==> config.mk <==
export PLATFORM = sky130hd
export DESIGN_NAME = mafw_flags
export DESIGN_NICKNAME = d
export VERILOG_FILES = /design/src/rtl/mafw_pkg.sv /design/src/rtl/mafw_pin_sync.sv /design/src/rtl/mafw_flags.sv
export VERILOG_INCLUDE_DIRS = /design/src /design/src/rtl
export SDC_FILE = /design/constraint.sdc
export NUM_CORES = 1
export LEC_CHECK = 0
export BUFFER_PORTS_ARGS = -buffer_cell sky130_fd_sc_hd__buf_2
export CORE_AREA = 2 2 190 192
export DETAILED_ROUTE_END_ITERATION = 7
export DIE_AREA = 0 0 192 194
export PLACE_DENSITY = 0.69
export SLEW_MARGIN = 20
export SYNTH_ARGS = -nofsm -noshare
export SYNTH_HDL_FRONTEND = slang
export SYNTH_SLANG_ARGS = --single-unit
==> constraint.sdc <==
create_clock -name ref_clk -period 10.2 [get_ports ref_clk]
set_input_delay 1.02 -clock ref_clk [delete_from_list [all_inputs] [get_ports ref_clk]]
set_output_delay 1.02 -clock ref_clk [all_outputs]
set_load 0.1 [all_outputs]
==> src/rtl/mafw_consts.svh <==
// Offsets, field positions, reset values and table constants of the monitor flag block
`ifndef MAFW_CONSTS_SVH
`define MAFW_CONSTS_SVH

// Register offsets on the internal register port
`define MAFW_OFS_CRIT_LO 8'h70
`define MAFW_OFS_CRIT_HI 8'h71
`define MAFW_OFS_MINOR_LO 8'h74
`define MAFW_OFS_MINOR_HI 8'h75
`define MAFW_OFS_PIN_CTRL 8'h6e
`define MAFW_OFS_INDEX 8'h7f
`define MAFW_OFS_LATCH_CFG 8'h8c

// Reset values
`define MAFW_RST_FLAGS 8'h00
`define MAFW_RST_LATCH_CFG 8'h00
`define MAFW_RST_PIN_CTRL 4'hf
`define MAFW_RST_INDEX 7'h00

// Latch mode field of the latch configuration register
`define MAFW_LATCH_MSB 7
`define MAFW_LATCH_LSB 4

// Flag bit positions in the low flag registers
`define MAFW_BIT_TEMP_HI 7
`define MAFW_BIT_TEMP_LO 6
`define MAFW_BIT_VOLT_HI 5
`define MAFW_BIT_VOLT_LO 4
`define MAFW_BIT_BIAS_HI 3
`define MAFW_BIT_BIAS_LO 2
`define MAFW_BIT_TXP_HI 1
`define MAFW_BIT_TXP_LO 0
// Flag bit positions in the high flag registers
`define MAFW_BIT_RXP_HI 7
`define MAFW_BIT_RXP_LO 6

// Pin control/status field positions
`define MAFW_PIN_TXRATE 0
`define MAFW_PIN_RXRATE 1
`define MAFW_PIN_GPO 2
`define MAFW_PIN_GPO2 3
`define MAFW_PIN_LOS 4
`define MAFW_PIN_FAULT 5
`define MAFW_PIN_TXOFF 6

// Compensation table index arithmetic
`define MAFW_INDEX_OFFSET 18'sd23
`define MAFW_INDEX_MAX 18'sd75
`define MAFW_HYST_UP 18'sd43
`define MAFW_HYST_DOWN 18'sd48
`define MAFW_FIRST_CONT 7'd64

// Table bases: first upper page, then continuation page
`define MAFW_BASE_APC 8'h00
`define MAFW_BASE_MOD 8'h40
`define MAFW_BASE_FLT 8'h80
`define MAFW_BASE_BIAS 8'hc0
`define MAFW_CONT_APC 8'h58
`define MAFW_CONT_MOD 8'h64
`define MAFW_CONT_FLT 8'h70
`define MAFW_CONT_BIAS 8'h7c

`endif

==> src/rtl/mafw_pkg.sv <==
// Types shared by the monitor flag block
package mafw_pkg;

    // One set of monitor quantities, also used for limit sets
    typedef struct packed {
        logic signed [15:0] temp;   // Whole degrees C, two's complement
        logic [15:0] supply;
        logic [15:0] bias;
        logic [15:0] txPower;
        logic [15:0] rxPower;
    } mafw_meas_s;

    // Upper and lower limit of every quantity
    typedef struct packed {
        mafw_meas_s high;
        mafw_meas_s low;
    } mafw_limits_s;

    // Register port request from the serial engine
    typedef struct packed {
        logic rd;
        logic wr;
        logic [7:0] addr;
        logic [7:0] data;
    } mafw_reg_req_s;

    // Register port answer
    typedef struct packed {
        logic valid;
        logic [7:0] data;
    } mafw_reg_rsp_s;

    // Table entry address: page select and byte address
    typedef struct packed {
        logic contPage;             // High: continuation page
        logic [7:0] addr;
    } mafw_tab_addr_s;

    // Pin levels, one bit per control/status pin
    typedef struct packed {
        logic txOff;
        logic fault;
        logic los;
        logic gpo2;
        logic general_output;
        logic rxRate;
        logic txRate;
    } mafw_pins_s;

    // Open-drain pin group drive, bit order as in mafw_pins_s
    typedef logic [5:0] mafw_od_t;

endpackage

==> src/rtl/mafw_pin_sync.sv <==
// Two-stage synchroniser for the control and status pin levels
`timescale 1ns/1ps
module mafw_pin_sync
    import mafw_pkg::*;
(
    input wire logic ref_clk,
    input wire logic sys_rst,
    input wire mafw_pins_s pinAsync,
    output mafw_pins_s pinSync
);

    // Both stages in one state word
    typedef struct packed {
        mafw_pins_s stage1;         // Metastable stage, read only by stage2
        mafw_pins_s stage2;
    } mafw_sync_s;

    mafw_sync_s state;
    mafw_sync_s next_state;

    // Shift pins through the two stages
    always_comb begin
        next_state.stage1 = pinAsync;
        next_state.stage2 = state.stage1;
    end

    // Clear to zero; first two edges after release may show stale zeros
    always_ff @(posedge ref_clk or posedge sys_rst) begin
        if (sys_rst) begin
            state <= '0;
        end else begin
            state <= next_state;
        end
    end

    assign pinSync = state.stage2;

endmodule

==> src/rtl/mafw_flags.sv <==
// Alarm/warning flags, compensation table index and open-drain status pins
`timescale 1ns/1ps
`include "mafw_consts.svh"
module mafw_flags
    import mafw_pkg::*;
(
    input wire logic ref_clk,
    input wire logic sys_rst,
    input wire logic tempValid,
    input wire logic evalStrobe,
    input wire mafw_meas_s meas,
    input wire mafw_limits_s critLimits,
    input wire mafw_limits_s minorLimits,
    input wire logic lossDetect,
    input wire logic faultDetect,
    input wire mafw_reg_req_s regReq,
    output mafw_reg_rsp_s regRsp,
    output logic [6:0] tableIndex,
    output mafw_tab_addr_s [3:0] tableAddr,
    input wire mafw_pins_s pinIn,
    output mafw_od_t pinOut,
    output mafw_od_t pinOeN
);

    // Whole state of the block
    typedef struct packed {
        logic [7:0] critLo;         // Critical flags, first register
        logic [7:0] critHi;         // Critical flags, second register
        logic [7:0] minorLo;        // Minor flags, first register
        logic [7:0] minorHi;        // Minor flags, second register
        logic [7:0] latchCfg;       // Latch mode in the top nibble
        logic [3:0] pinCtrl;        // Host drive for rate and general pins
        logic [6:0] index;          // Compensation table index
        logic indexLoaded;          // First temperature seen
        logic txOffPrev;            // Synced transmit off, one cycle late
        logic [7:0] rdData;
        logic rdValid;
        mafw_tab_addr_s [3:0] addr;
    } mafw_state_s;

    mafw_state_s state;
    mafw_state_s next_state;
    mafw_pins_s pinSync;            // Pin levels after two flops

    // Pin levels cross into the clock domain here
    mafw_pin_sync u_sync (
        .ref_clk(ref_clk),
        .sys_rst(sys_rst),
        .pinAsync(pinIn),
        .pinSync(pinSync)
    );

    // Raw index: floor(t/2) plus offset, clamped to the table span
    // Arithmetic shift rounds negative halves down, as the floor needs
    function automatic logic [6:0] rawIndex(input logic signed [15:0] t);
        logic signed [17:0] v;
        v = 18'(t >>> 1) + `MAFW_INDEX_OFFSET;
        if (v < 18'sd0) begin
            return 7'd0;
        end else if (v > `MAFW_INDEX_MAX) begin
            return 7'(`MAFW_INDEX_MAX);
        end else begin
            return v[6:0];
        end
    endfunction

    // Index with hysteresis: move only past midpoint of next entry
    // Whole-degree thresholds sit just past each neighbour's midpoint
    // Trades 1 degree of lag for an index that never dithers
    function automatic logic [6:0] hystIndex(input logic signed [15:0] t,
                                             input logic [6:0] cur);
        logic [6:0] raw;
        logic signed [17:0] t18;
        logic signed [17:0] twice;
        raw = rawIndex(t);
        t18 = 18'(t);
        twice = $signed({10'h000, cur, 1'b0});
        if (raw > cur && t18 >= twice - `MAFW_HYST_UP) begin
            return raw;
        end else if (raw < cur && t18 <= twice - `MAFW_HYST_DOWN) begin
            return raw;
        end else begin
            return cur;
        end
    endfunction

    // Entry address in the first page or the continuation page
    // Entries from 64 on restart at the continuation page's own base
    function automatic mafw_tab_addr_s tabAddr(input logic [6:0] idx,
                                               input logic [7:0] base,
                                               input logic [7:0] cont);
        mafw_tab_addr_s a;
        if (idx < `MAFW_FIRST_CONT) begin
            a.contPage = 1'b0;
            a.addr = base + {1'b0, idx};
        end else begin
            a.contPage = 1'b1;
            a.addr = cont + {1'b0, idx - `MAFW_FIRST_CONT};
        end
        return a;
    endfunction

    // Strict high/low comparison pair of one quantity set
    function automatic logic [9:0] compareSet(input mafw_meas_s m,
                                              input mafw_limits_s l);
        logic [9:0] c;
        c = '0;
        c[9] = m.rxPower > l.high.rxPower;
        c[8] = m.rxPower < l.low.rxPower;
        c[`MAFW_BIT_TEMP_HI] = m.temp > l.high.temp;
        c[`MAFW_BIT_TEMP_LO] = m.temp < l.low.temp;
        c[`MAFW_BIT_VOLT_HI] = m.supply > l.high.supply;
        c[`MAFW_BIT_VOLT_LO] = m.supply < l.low.supply;
        c[`MAFW_BIT_BIAS_HI] = m.bias > l.high.bias;
        c[`MAFW_BIT_BIAS_LO] = m.bias < l.low.bias;
        c[`MAFW_BIT_TXP_HI] = m.txPower > l.high.txPower;
        c[`MAFW_BIT_TXP_LO] = m.txPower < l.low.txPower;
        return c;
    endfunction

    // Next flag byte from old value, clear and fresh conditions
    // Clear is applied before the set, so an event in the clear cycle wins
    function automatic logic [7:0] flagNext(input logic [7:0] old,
                                            input logic [7:0] cond,
                                            input logic clr,
                                            input logic eval,
                                            input logic latched);
        logic [7:0] kept;
        kept = clr ? 8'h00 : old;
        if (!eval) begin
            return kept;
        end else if (latched) begin
            return kept | cond;
        end else begin
            return cond;                         // Follow mode tracks condition
        end
    endfunction

    logic [9:0] critCond;           // Critical conditions this cycle
    logic [9:0] minorCond;          // Minor conditions this cycle
    logic latched;                  // Latch mode field is zero
    logic txOffFall;                // Transmit off released
    logic rdHit;                    // Read strobe on any address

    // Conditions and decoded strobes
    // Temperature compares signed, the other quantities unsigned
    // Synced level one cycle late against now gives the release edge
    always_comb begin
        critCond = compareSet(meas, critLimits);
        minorCond = compareSet(meas, minorLimits);
        latched = state.latchCfg[`MAFW_LATCH_MSB:`MAFW_LATCH_LSB] == 4'h0;
        txOffFall = state.txOffPrev && !pinSync.txOff;
        rdHit = regReq.rd;
    end

    // Register update, flag handling and index tracking
    // Defaults keep every field but the read answer and txOffPrev, so unlisted writes change nothing
    always_comb begin
        next_state = state;
        next_state.txOffPrev = pinSync.txOff;
        next_state.rdValid = rdHit;
        next_state.rdData = 8'h00;

        // Read data captured before any read clear
        // Read data stays zero in cycles without a read
        if (rdHit) begin
            case (regReq.addr)
                `MAFW_OFS_CRIT_LO: begin
                    next_state.rdData = state.critLo;
                end
                `MAFW_OFS_CRIT_HI: begin
                    next_state.rdData = state.critHi;
                end
                `MAFW_OFS_MINOR_LO: begin
                    next_state.rdData = state.minorLo;
                end
                `MAFW_OFS_MINOR_HI: begin
                    next_state.rdData = state.minorHi;
                end
                `MAFW_OFS_LATCH_CFG: begin
                    next_state.rdData = state.latchCfg;
                end
                `MAFW_OFS_INDEX: begin
                    next_state.rdData = {1'b0, state.index};
                end
                `MAFW_OFS_PIN_CTRL: begin
                    // Pin levels, not the written drive values
                    next_state.rdData = {1'b0, pinSync};
                end
                default: begin
                    next_state.rdData = 8'h00;            // Unmapped reads zero
                end
            endcase
        end

        // Host writes; flag registers are read-only
        // Writes to flag, index and unmapped offsets are refused
        if (regReq.wr) begin
            case (regReq.addr)
                `MAFW_OFS_LATCH_CFG: begin
                    next_state.latchCfg = regReq.data;
                end
                `MAFW_OFS_PIN_CTRL: begin
                    next_state.pinCtrl = regReq.data[3:0];
                end
                default: begin
                    next_state.pinCtrl = state.pinCtrl;   // Ignored
                end
            endcase
        end

        // Flags: transmit off only clears on release, never gates events
        // Each register clears on a read of its own offset or on transmit-off release
        next_state.critLo = flagNext(state.critLo, critCond[7:0],
            txOffFall || (rdHit && regReq.addr == `MAFW_OFS_CRIT_LO),
            evalStrobe, latched);
        next_state.critHi = flagNext(state.critHi, {critCond[9:8], 6'h00},
            txOffFall || (rdHit && regReq.addr == `MAFW_OFS_CRIT_HI),
            evalStrobe, latched);
        next_state.minorLo = flagNext(state.minorLo, minorCond[7:0],
            txOffFall || (rdHit && regReq.addr == `MAFW_OFS_MINOR_LO),
            evalStrobe, latched);
        next_state.minorHi = flagNext(state.minorHi, {minorCond[9:8], 6'h00},
            txOffFall || (rdHit && regReq.addr == `MAFW_OFS_MINOR_HI),
            evalStrobe, latched);

        // First temperature loads directly, later ones use hysteresis
        // Skipping hysteresis at start avoids holding entry 0 when the first reading is -44
        if (tempValid) begin
            next_state.indexLoaded = 1'b1;
            if (state.indexLoaded) begin
                next_state.index = hystIndex(meas.temp, state.index);
            end else begin
                next_state.index = rawIndex(meas.temp);
            end
        end

        // Table addresses follow the index one cycle later
        next_state.addr[0] = tabAddr(state.index, `MAFW_BASE_APC, `MAFW_CONT_APC);
        next_state.addr[1] = tabAddr(state.index, `MAFW_BASE_MOD, `MAFW_CONT_MOD);
        next_state.addr[2] = tabAddr(state.index, `MAFW_BASE_FLT, `MAFW_CONT_FLT);
        next_state.addr[3] = tabAddr(state.index, `MAFW_BASE_BIAS, `MAFW_CONT_BIAS);
    end

    // State register; reset equals a power cycle for the flags
    // Edge detector and sync both restart low, so reset makes no false release
    always_ff @(posedge ref_clk or posedge sys_rst) begin
        if (sys_rst) begin
            state.critLo <= `MAFW_RST_FLAGS;
            state.critHi <= `MAFW_RST_FLAGS;
            state.minorLo <= `MAFW_RST_FLAGS;
            state.minorHi <= `MAFW_RST_FLAGS;
            state.latchCfg <= `MAFW_RST_LATCH_CFG;
            state.pinCtrl <= `MAFW_RST_PIN_CTRL;
            state.index <= `MAFW_RST_INDEX;
            state.indexLoaded <= 1'b0;
            state.txOffPrev <= 1'b0;
            state.rdData <= 8'h00;
            state.rdValid <= 1'b0;
            state.addr <= '0;
        end else begin
            state <= next_state;
        end
    end

    // Answer and index outputs straight from flops
    // Host reads see the answer one cycle after the request, never sooner
    assign regRsp.valid = state.rdValid;
    assign regRsp.data = state.rdData;
    assign tableIndex = state.index;
    assign tableAddr = state.addr;

    // Detector pins skip the flops; their drive follows the inputs at once
    // Open-drain: output always low, enable active while pulling low.
    // A released pin floats high unless something outside pulls it down.
    assign pinOut = 6'h00;
    assign pinOeN[`MAFW_PIN_TXRATE] = state.pinCtrl[0];
    assign pinOeN[`MAFW_PIN_RXRATE] = state.pinCtrl[1];
    assign pinOeN[`MAFW_PIN_GPO] = state.pinCtrl[2];
    assign pinOeN[`MAFW_PIN_GPO2] = state.pinCtrl[3];
    assign pinOeN[`MAFW_PIN_LOS] = lossDetect;
    assign pinOeN[`MAFW_PIN_FAULT] = faultDetect;

endmodule

# Word-level counts from Yosys, hierarchy flattened

Cells that the tools add are included.
Widths: inputs -> output; s select.

Bits in registers: 112
Input bits: 431
Output and inout port bits: 64

Add/subtract/negate cells: 11
Magnitude comparators: 27
Equal/unequal tests: 8
Mux-type cells: 25
Bitwise operators: 4
Reductions and logical operators: 16

Operators with widths:

| kind                  | number |
|---|---|
| $gt 16x16->1          | 10 |
| $lt 16x16->1          | 10 |
| $mux 8                | 13 |
| $pmux 8 s7            | 1 |
| $mux 7                | 7 |
| $eq 8x7->1 const B    | 6 |
| $add 7x7->8 const A   | 5 |
| $mux 9                | 4 |
| $or 8x8->8            | 4 |
| $sub 8x6->9 const B   | 2 |
| $add 15x6->16 const B | 1 |
| $add 8x7->8 const A   | 2 |
| $ge 16x9->1           | 1 |
| $gt 16x8->1 const B   | 1 |
| $le 16x9->1           | 1 |
| $lt 16x1->1 const B   | 1 |
| $eq 8x8->1 const B    | 1 |
| $gt 7x7->1            | 1 |
| $logic_and 1x1->1     | 7 |
| $lt 7x7->1            | 1 |
| $lt 7x7->1 const B    | 1 |
| $sub 7x7->7 const B   | 1 |
| $reduce_and 2->1      | 3 |
| $logic_not 4->1       | 1 |
| other kinds (3)       | 6 |

# Logic depth before layout (Yosys ltp)

Depth after elaboration: 11
Gate-level depth with buffers: 17
Mapped depth without buffers: 16

# Hierarchy

A second synthesis with hierarchy kept.

Cells, all modules: 1587
Area total of the unflattened synthesis: 13518.0 µm²

Modules (own cells, without submodules):

| module        | times used | cells each | area each (µm²) | sequential area each (µm²) |
|---|---|---|---|---|
| mafw_flags    | 1          | 1572       | 13163.9         | 2182.1 |
| mafw_pin_sync | 1          | 15         | 354.1           | 350.3 |

# Least setup slack after synthesis

No wires, ideal clock.

Path kind: input to register
Start point: input meas[65] (netlist name)
End point: register state (netlist bit tableIndex[1])
Setup time: 0.125 ns
Arrival: 4.267 ns
Path slack: 5.809 ns
Stages: 16
Buffers on the path: 1
Path through: inv_1 ha_1 nand2b_4 a21o_4 a31o_1 a2111oi_4 o2111ai_2 a211oi_2 ha_1 a21o_1 a21o_1 a211oi_1 nand2b_1 a32o_1 buf_2 mux2_2

Cells in the longest elaborated chain, start to end: 10
Elaborated cells on any way between the ends: 18
Classes of those cells: add/sub: 1; order compare: 6; eq/ne: 1; mux: 7; reduce/logical: 3

Ends and longest elaborated chain:

| element                                                     | line                               | text |
|---|---|---|
| start, declared                                             | mafw_flags.sv:11                   | `input wire mafw_meas_s meas,` |
| $add 15x6->16 (no source line)                              | --                                 |  |
| $gt 16x8->1 (no source line)                                | --                                 |  |
| $mux 7                                                      | mafw_flags.sv:60                   | `` end else if (v > `MAFW_INDEX_MAX) begin `` |
| $mux 7                                                      | mafw_flags.sv:58                   | `if (v < 18'sd0) begin` |
| $mux 7                                                      | mafw_flags.sv:231                  | `if (state.indexLoaded) begin` |
| $mux 7                                                      | mafw_flags.sv:229                  | `if (tempValid) begin` |
| $gt 7x7->1 or $lt 7x7->1 (tied branches)                    | mafw_flags.sv:78, mafw_flags.sv:80 |  |
| $logic_and 1x1->1 (no source line)                          | --                                 |  |
| $ne 3x1->1 (no source line) or $mux 7 (tied branches)       | --                                 |  |
| $reduce_and 2->1 (no source line) or $mux 7 (tied branches) | --                                 |  |
| end signal, assigned                                        | mafw_flags.sv:262                  | `state <= next_state;` |
| end, declared                                               | mafw_flags.sv:41                   | `mafw_state_s state;` |

Parallel ways exist; a longest one is shown, timed or not. The select of a mux whose other input is x is not followed.
A chain may end at the register's enable or synchronous reset.

# Final worst setup path

Start point: input meas[65] (netlist name)
End point: register state (netlist bit tableIndex[3])

The elaborated chain is that of the path after synthesis.

==> metrics.cfg <==
[drt]
firstDrtPassIters=5
wirelength_um=44600
antenna_left=0
vias_per_cell=5.22
wl_per_cell_um=17.6
drt_iter0_markers=635
vias=13200
drc=0

[clock_network]
cts_resized=0
clockRootBuffer=clkbuf_16
cts_buffers=9
clk_latency_ns=0.35
post-cts-setup-buffers=0
htreeDepth=3
cts_buffer_depth=2
cts_sinks=101
path_clk_slew_ns=0.07
cts_hold_buf=0
cts_tree=built

[sta]
relSlewSlack=0.327
maxSlewViolCount=0
tightest_slew_ns=1.00
rsz0062_at_grt=false
skew_ns=0.0104
hold_viol_final=0
min_period_ns=4.74
clock.fmax_mhz=211
setup_viol=0
finalCritPeriodShare=0.464
tns_ns=0

[pwr]
p_seq_frac=0.244
power_frac_comb=0.602
p_per_area_nw_per_um2=133
p_switching_mw=1.17
p_clk_frac=0.155
ir_drop_uv=323
p_int_mw=1.01
swShare=0.537
leakagePower_nw=9.79

[final_layout]
final_cell_mix=buf_2 (484), ha_1 (361), inv_1 (340), dfrtp_1 (97), a21oi_1 (87)
final_common_cell=buf_2
finish.utilization=0.468
num-fill-cells=3530
drive_above_1_share=0.263
syn2layout_area_growth_pct=20.6
fin_nets=2851

[setup_path]
critPathKind=in2reg
startpoint_type=input port
cp_max_fo=10
required_ns=10.43
arrival_ns=4.96
endpoint_kind=flip-flop

[synth]
ys_seq_area_frac=0.185
yosysWarnings=0
async_flop_share=1.00
ys.flop_type=dfrtp_1
synth_area_per_cell_um2=8.38
synth.top_cell.area_share=0.330
synthCells=1633
synth-edff-count=0
syn-cell-area_um2=13700
synthTopCellsByArea=ha_1 (33%), dfrtp_1 (18%), inv_1 (9.4%)
synthDistinctLibCells=85
synth_top_area_cell=ha_1
yosys_register_bits=101

[floorplan]
die_h_um=194
core-area_um2=35200
die_width_um=192
start_util=0.389
ios=495
row_count=69
die_area_um2=37200

[placed_design]
port_buffers=484
hpwl_um=38300
gp_congestion=0.921

[global_routing]
grt.overflow.total=0
grt_first_pass_wirelength_um=69800
grt_pass1_vias=13600
grt_util_all_layers=0.237
grt_max_degree=81
antenna_found_initial=8

[run_status]
status=finished, final reports clean

[run]
drv_cap=0

[worst_hold_path]
hold_path.class=reg2reg

[layer usage]
metal | GRT usage | up-vias | share of wire | wire (µm)
li1 | - | 6494 | - | -
met1 | 0.301 | 6252 | 0.44 | 19600
met2 | 0.415 | 408 | 0.48 | 21600
met3 | 0.0414 | 62 | 0.057 | 2570
met4 | 0.0546 | 4 | 0.019 | 826
met5 | 0 | - | 0.00072 | 32
[sequential cells by signal, indices dropped and copies added, names as in the netlist]
register / count
pinOeN: 4
state: 42
tableAddr: 25
regRsp: 9
u_sync.next_state: 7
u_sync.pinSync: 7
tableIndex: 7
[Yosys cell counts (all sizes together) (12+ instances only)]
cell type / count
ha: 361
nor3: 14
nand3: 20
a22oi: 12
mux2: 19
inv: 342
o2111ai: 12
and2: 14
a21oi: 87
nor2: 46
o21a: 24
nand4: 46
a31oi: 15
dfrtp: 97
nand2: 79
o21ai: 80
nor2b: 35
a221oi: 13
a21o: 69
buf: 69
nand2b: 18
[power by group through the flow]
| stage | combinational [mW] | clock, mW | sequential, mW |
|---|---|---|---|
| global placement | 1.29 | 0 | 0.540 |
| CTS | 1.32 | 0.352 | 0.534 |
| floorplan | 1.11 | 0 | 0.507 |
| finish | 1.32 | 0.338 | 0.533 |
| global route | 1.43 | 0.370 | 0.545 |
| detailed placement | 1.31 | 0 | 0.542 |
[cell type report]
cell class / instances / area, µm² / share of cell area
Multi-Input combinational cell: 1117 / 9350 / 0.567
Sequential cell: 101 / 2530 / 0.153
Timing Repair Buffer: 487 / 2450 / 0.148
Inverter: 343 / 1290 / 0.0782
Tap cell: 461 / 577 / 0.0350
Clock buffer: 11 / 243 / 0.0147
Clock inverter: 5 / 41.3 / 0.00250
Antenna cell: 6 / 15.0 / 0.000910
[final timing paths]
check / startpoint / end / slack [ns] / cells after the start
worst max-delay path: meas[65] / tableIndex[3] / 5.46 / 16
worst min-delay path: u_sync.next_state[2] / u_sync.pinSync[2] / 0.35 / 0
worst max register to register: tableIndex[5] / tableIndex[3] / 6.19 / 12
worst min register to register: u_sync.next_state[2] / u_sync.pinSync[2] / 0.35 / 0
max in group asynchronous: sys_rst / state[97] / 8.53 / 3
min in group asynchronous: sys_rst / tableAddr[14] / 0.61 / 2
[logic make-up after synthesis]
logic type               synth area share
AO/OA/AOI/OAI                       0.193
XOR/XNOR                           0.0102
adder cells (fa/ha/maj)             0.330
buffers and inverters               0.133
flip-flops                          0.185
multiplexers                       0.0215
other                            0.000274
AND/OR/NAND/NOR                     0.127
[worst max-delay path, cell delays in order]
cell and delay (ns):
buf_2 0.18, inv_1 0.13, ha_1 0.23, nand2b_4 0.09, a21o_4 0.25, a31o_1 0.25, a2111oi_4 0.39, o2111ai_2 0.23
a211oi_2 0.28, ha_1 0.31, a21o_1 0.18, a21o_1 0.17, a211oi_1 0.30, nand2b_1 0.15, a32o_1 0.41, mux2_2 0.38
[metrics by stage]
step	total power, mW	instances	hold slack (ns)	area [µm²]	setup WS, ns
after floorplan	1.62	1638	0.331	13700	5.81
after global placement	1.83	2509	0.336	16200	5.21
after detailed placement	1.86	2509	0.336	16200	5.17
after CTS	2.20	2525	0.352	16500	5.51
after global routing	2.35	2528	0.361	16500	5.26
final	2.19	2531	0.349	16500	5.46
Power figures use the tool's default switching activity.
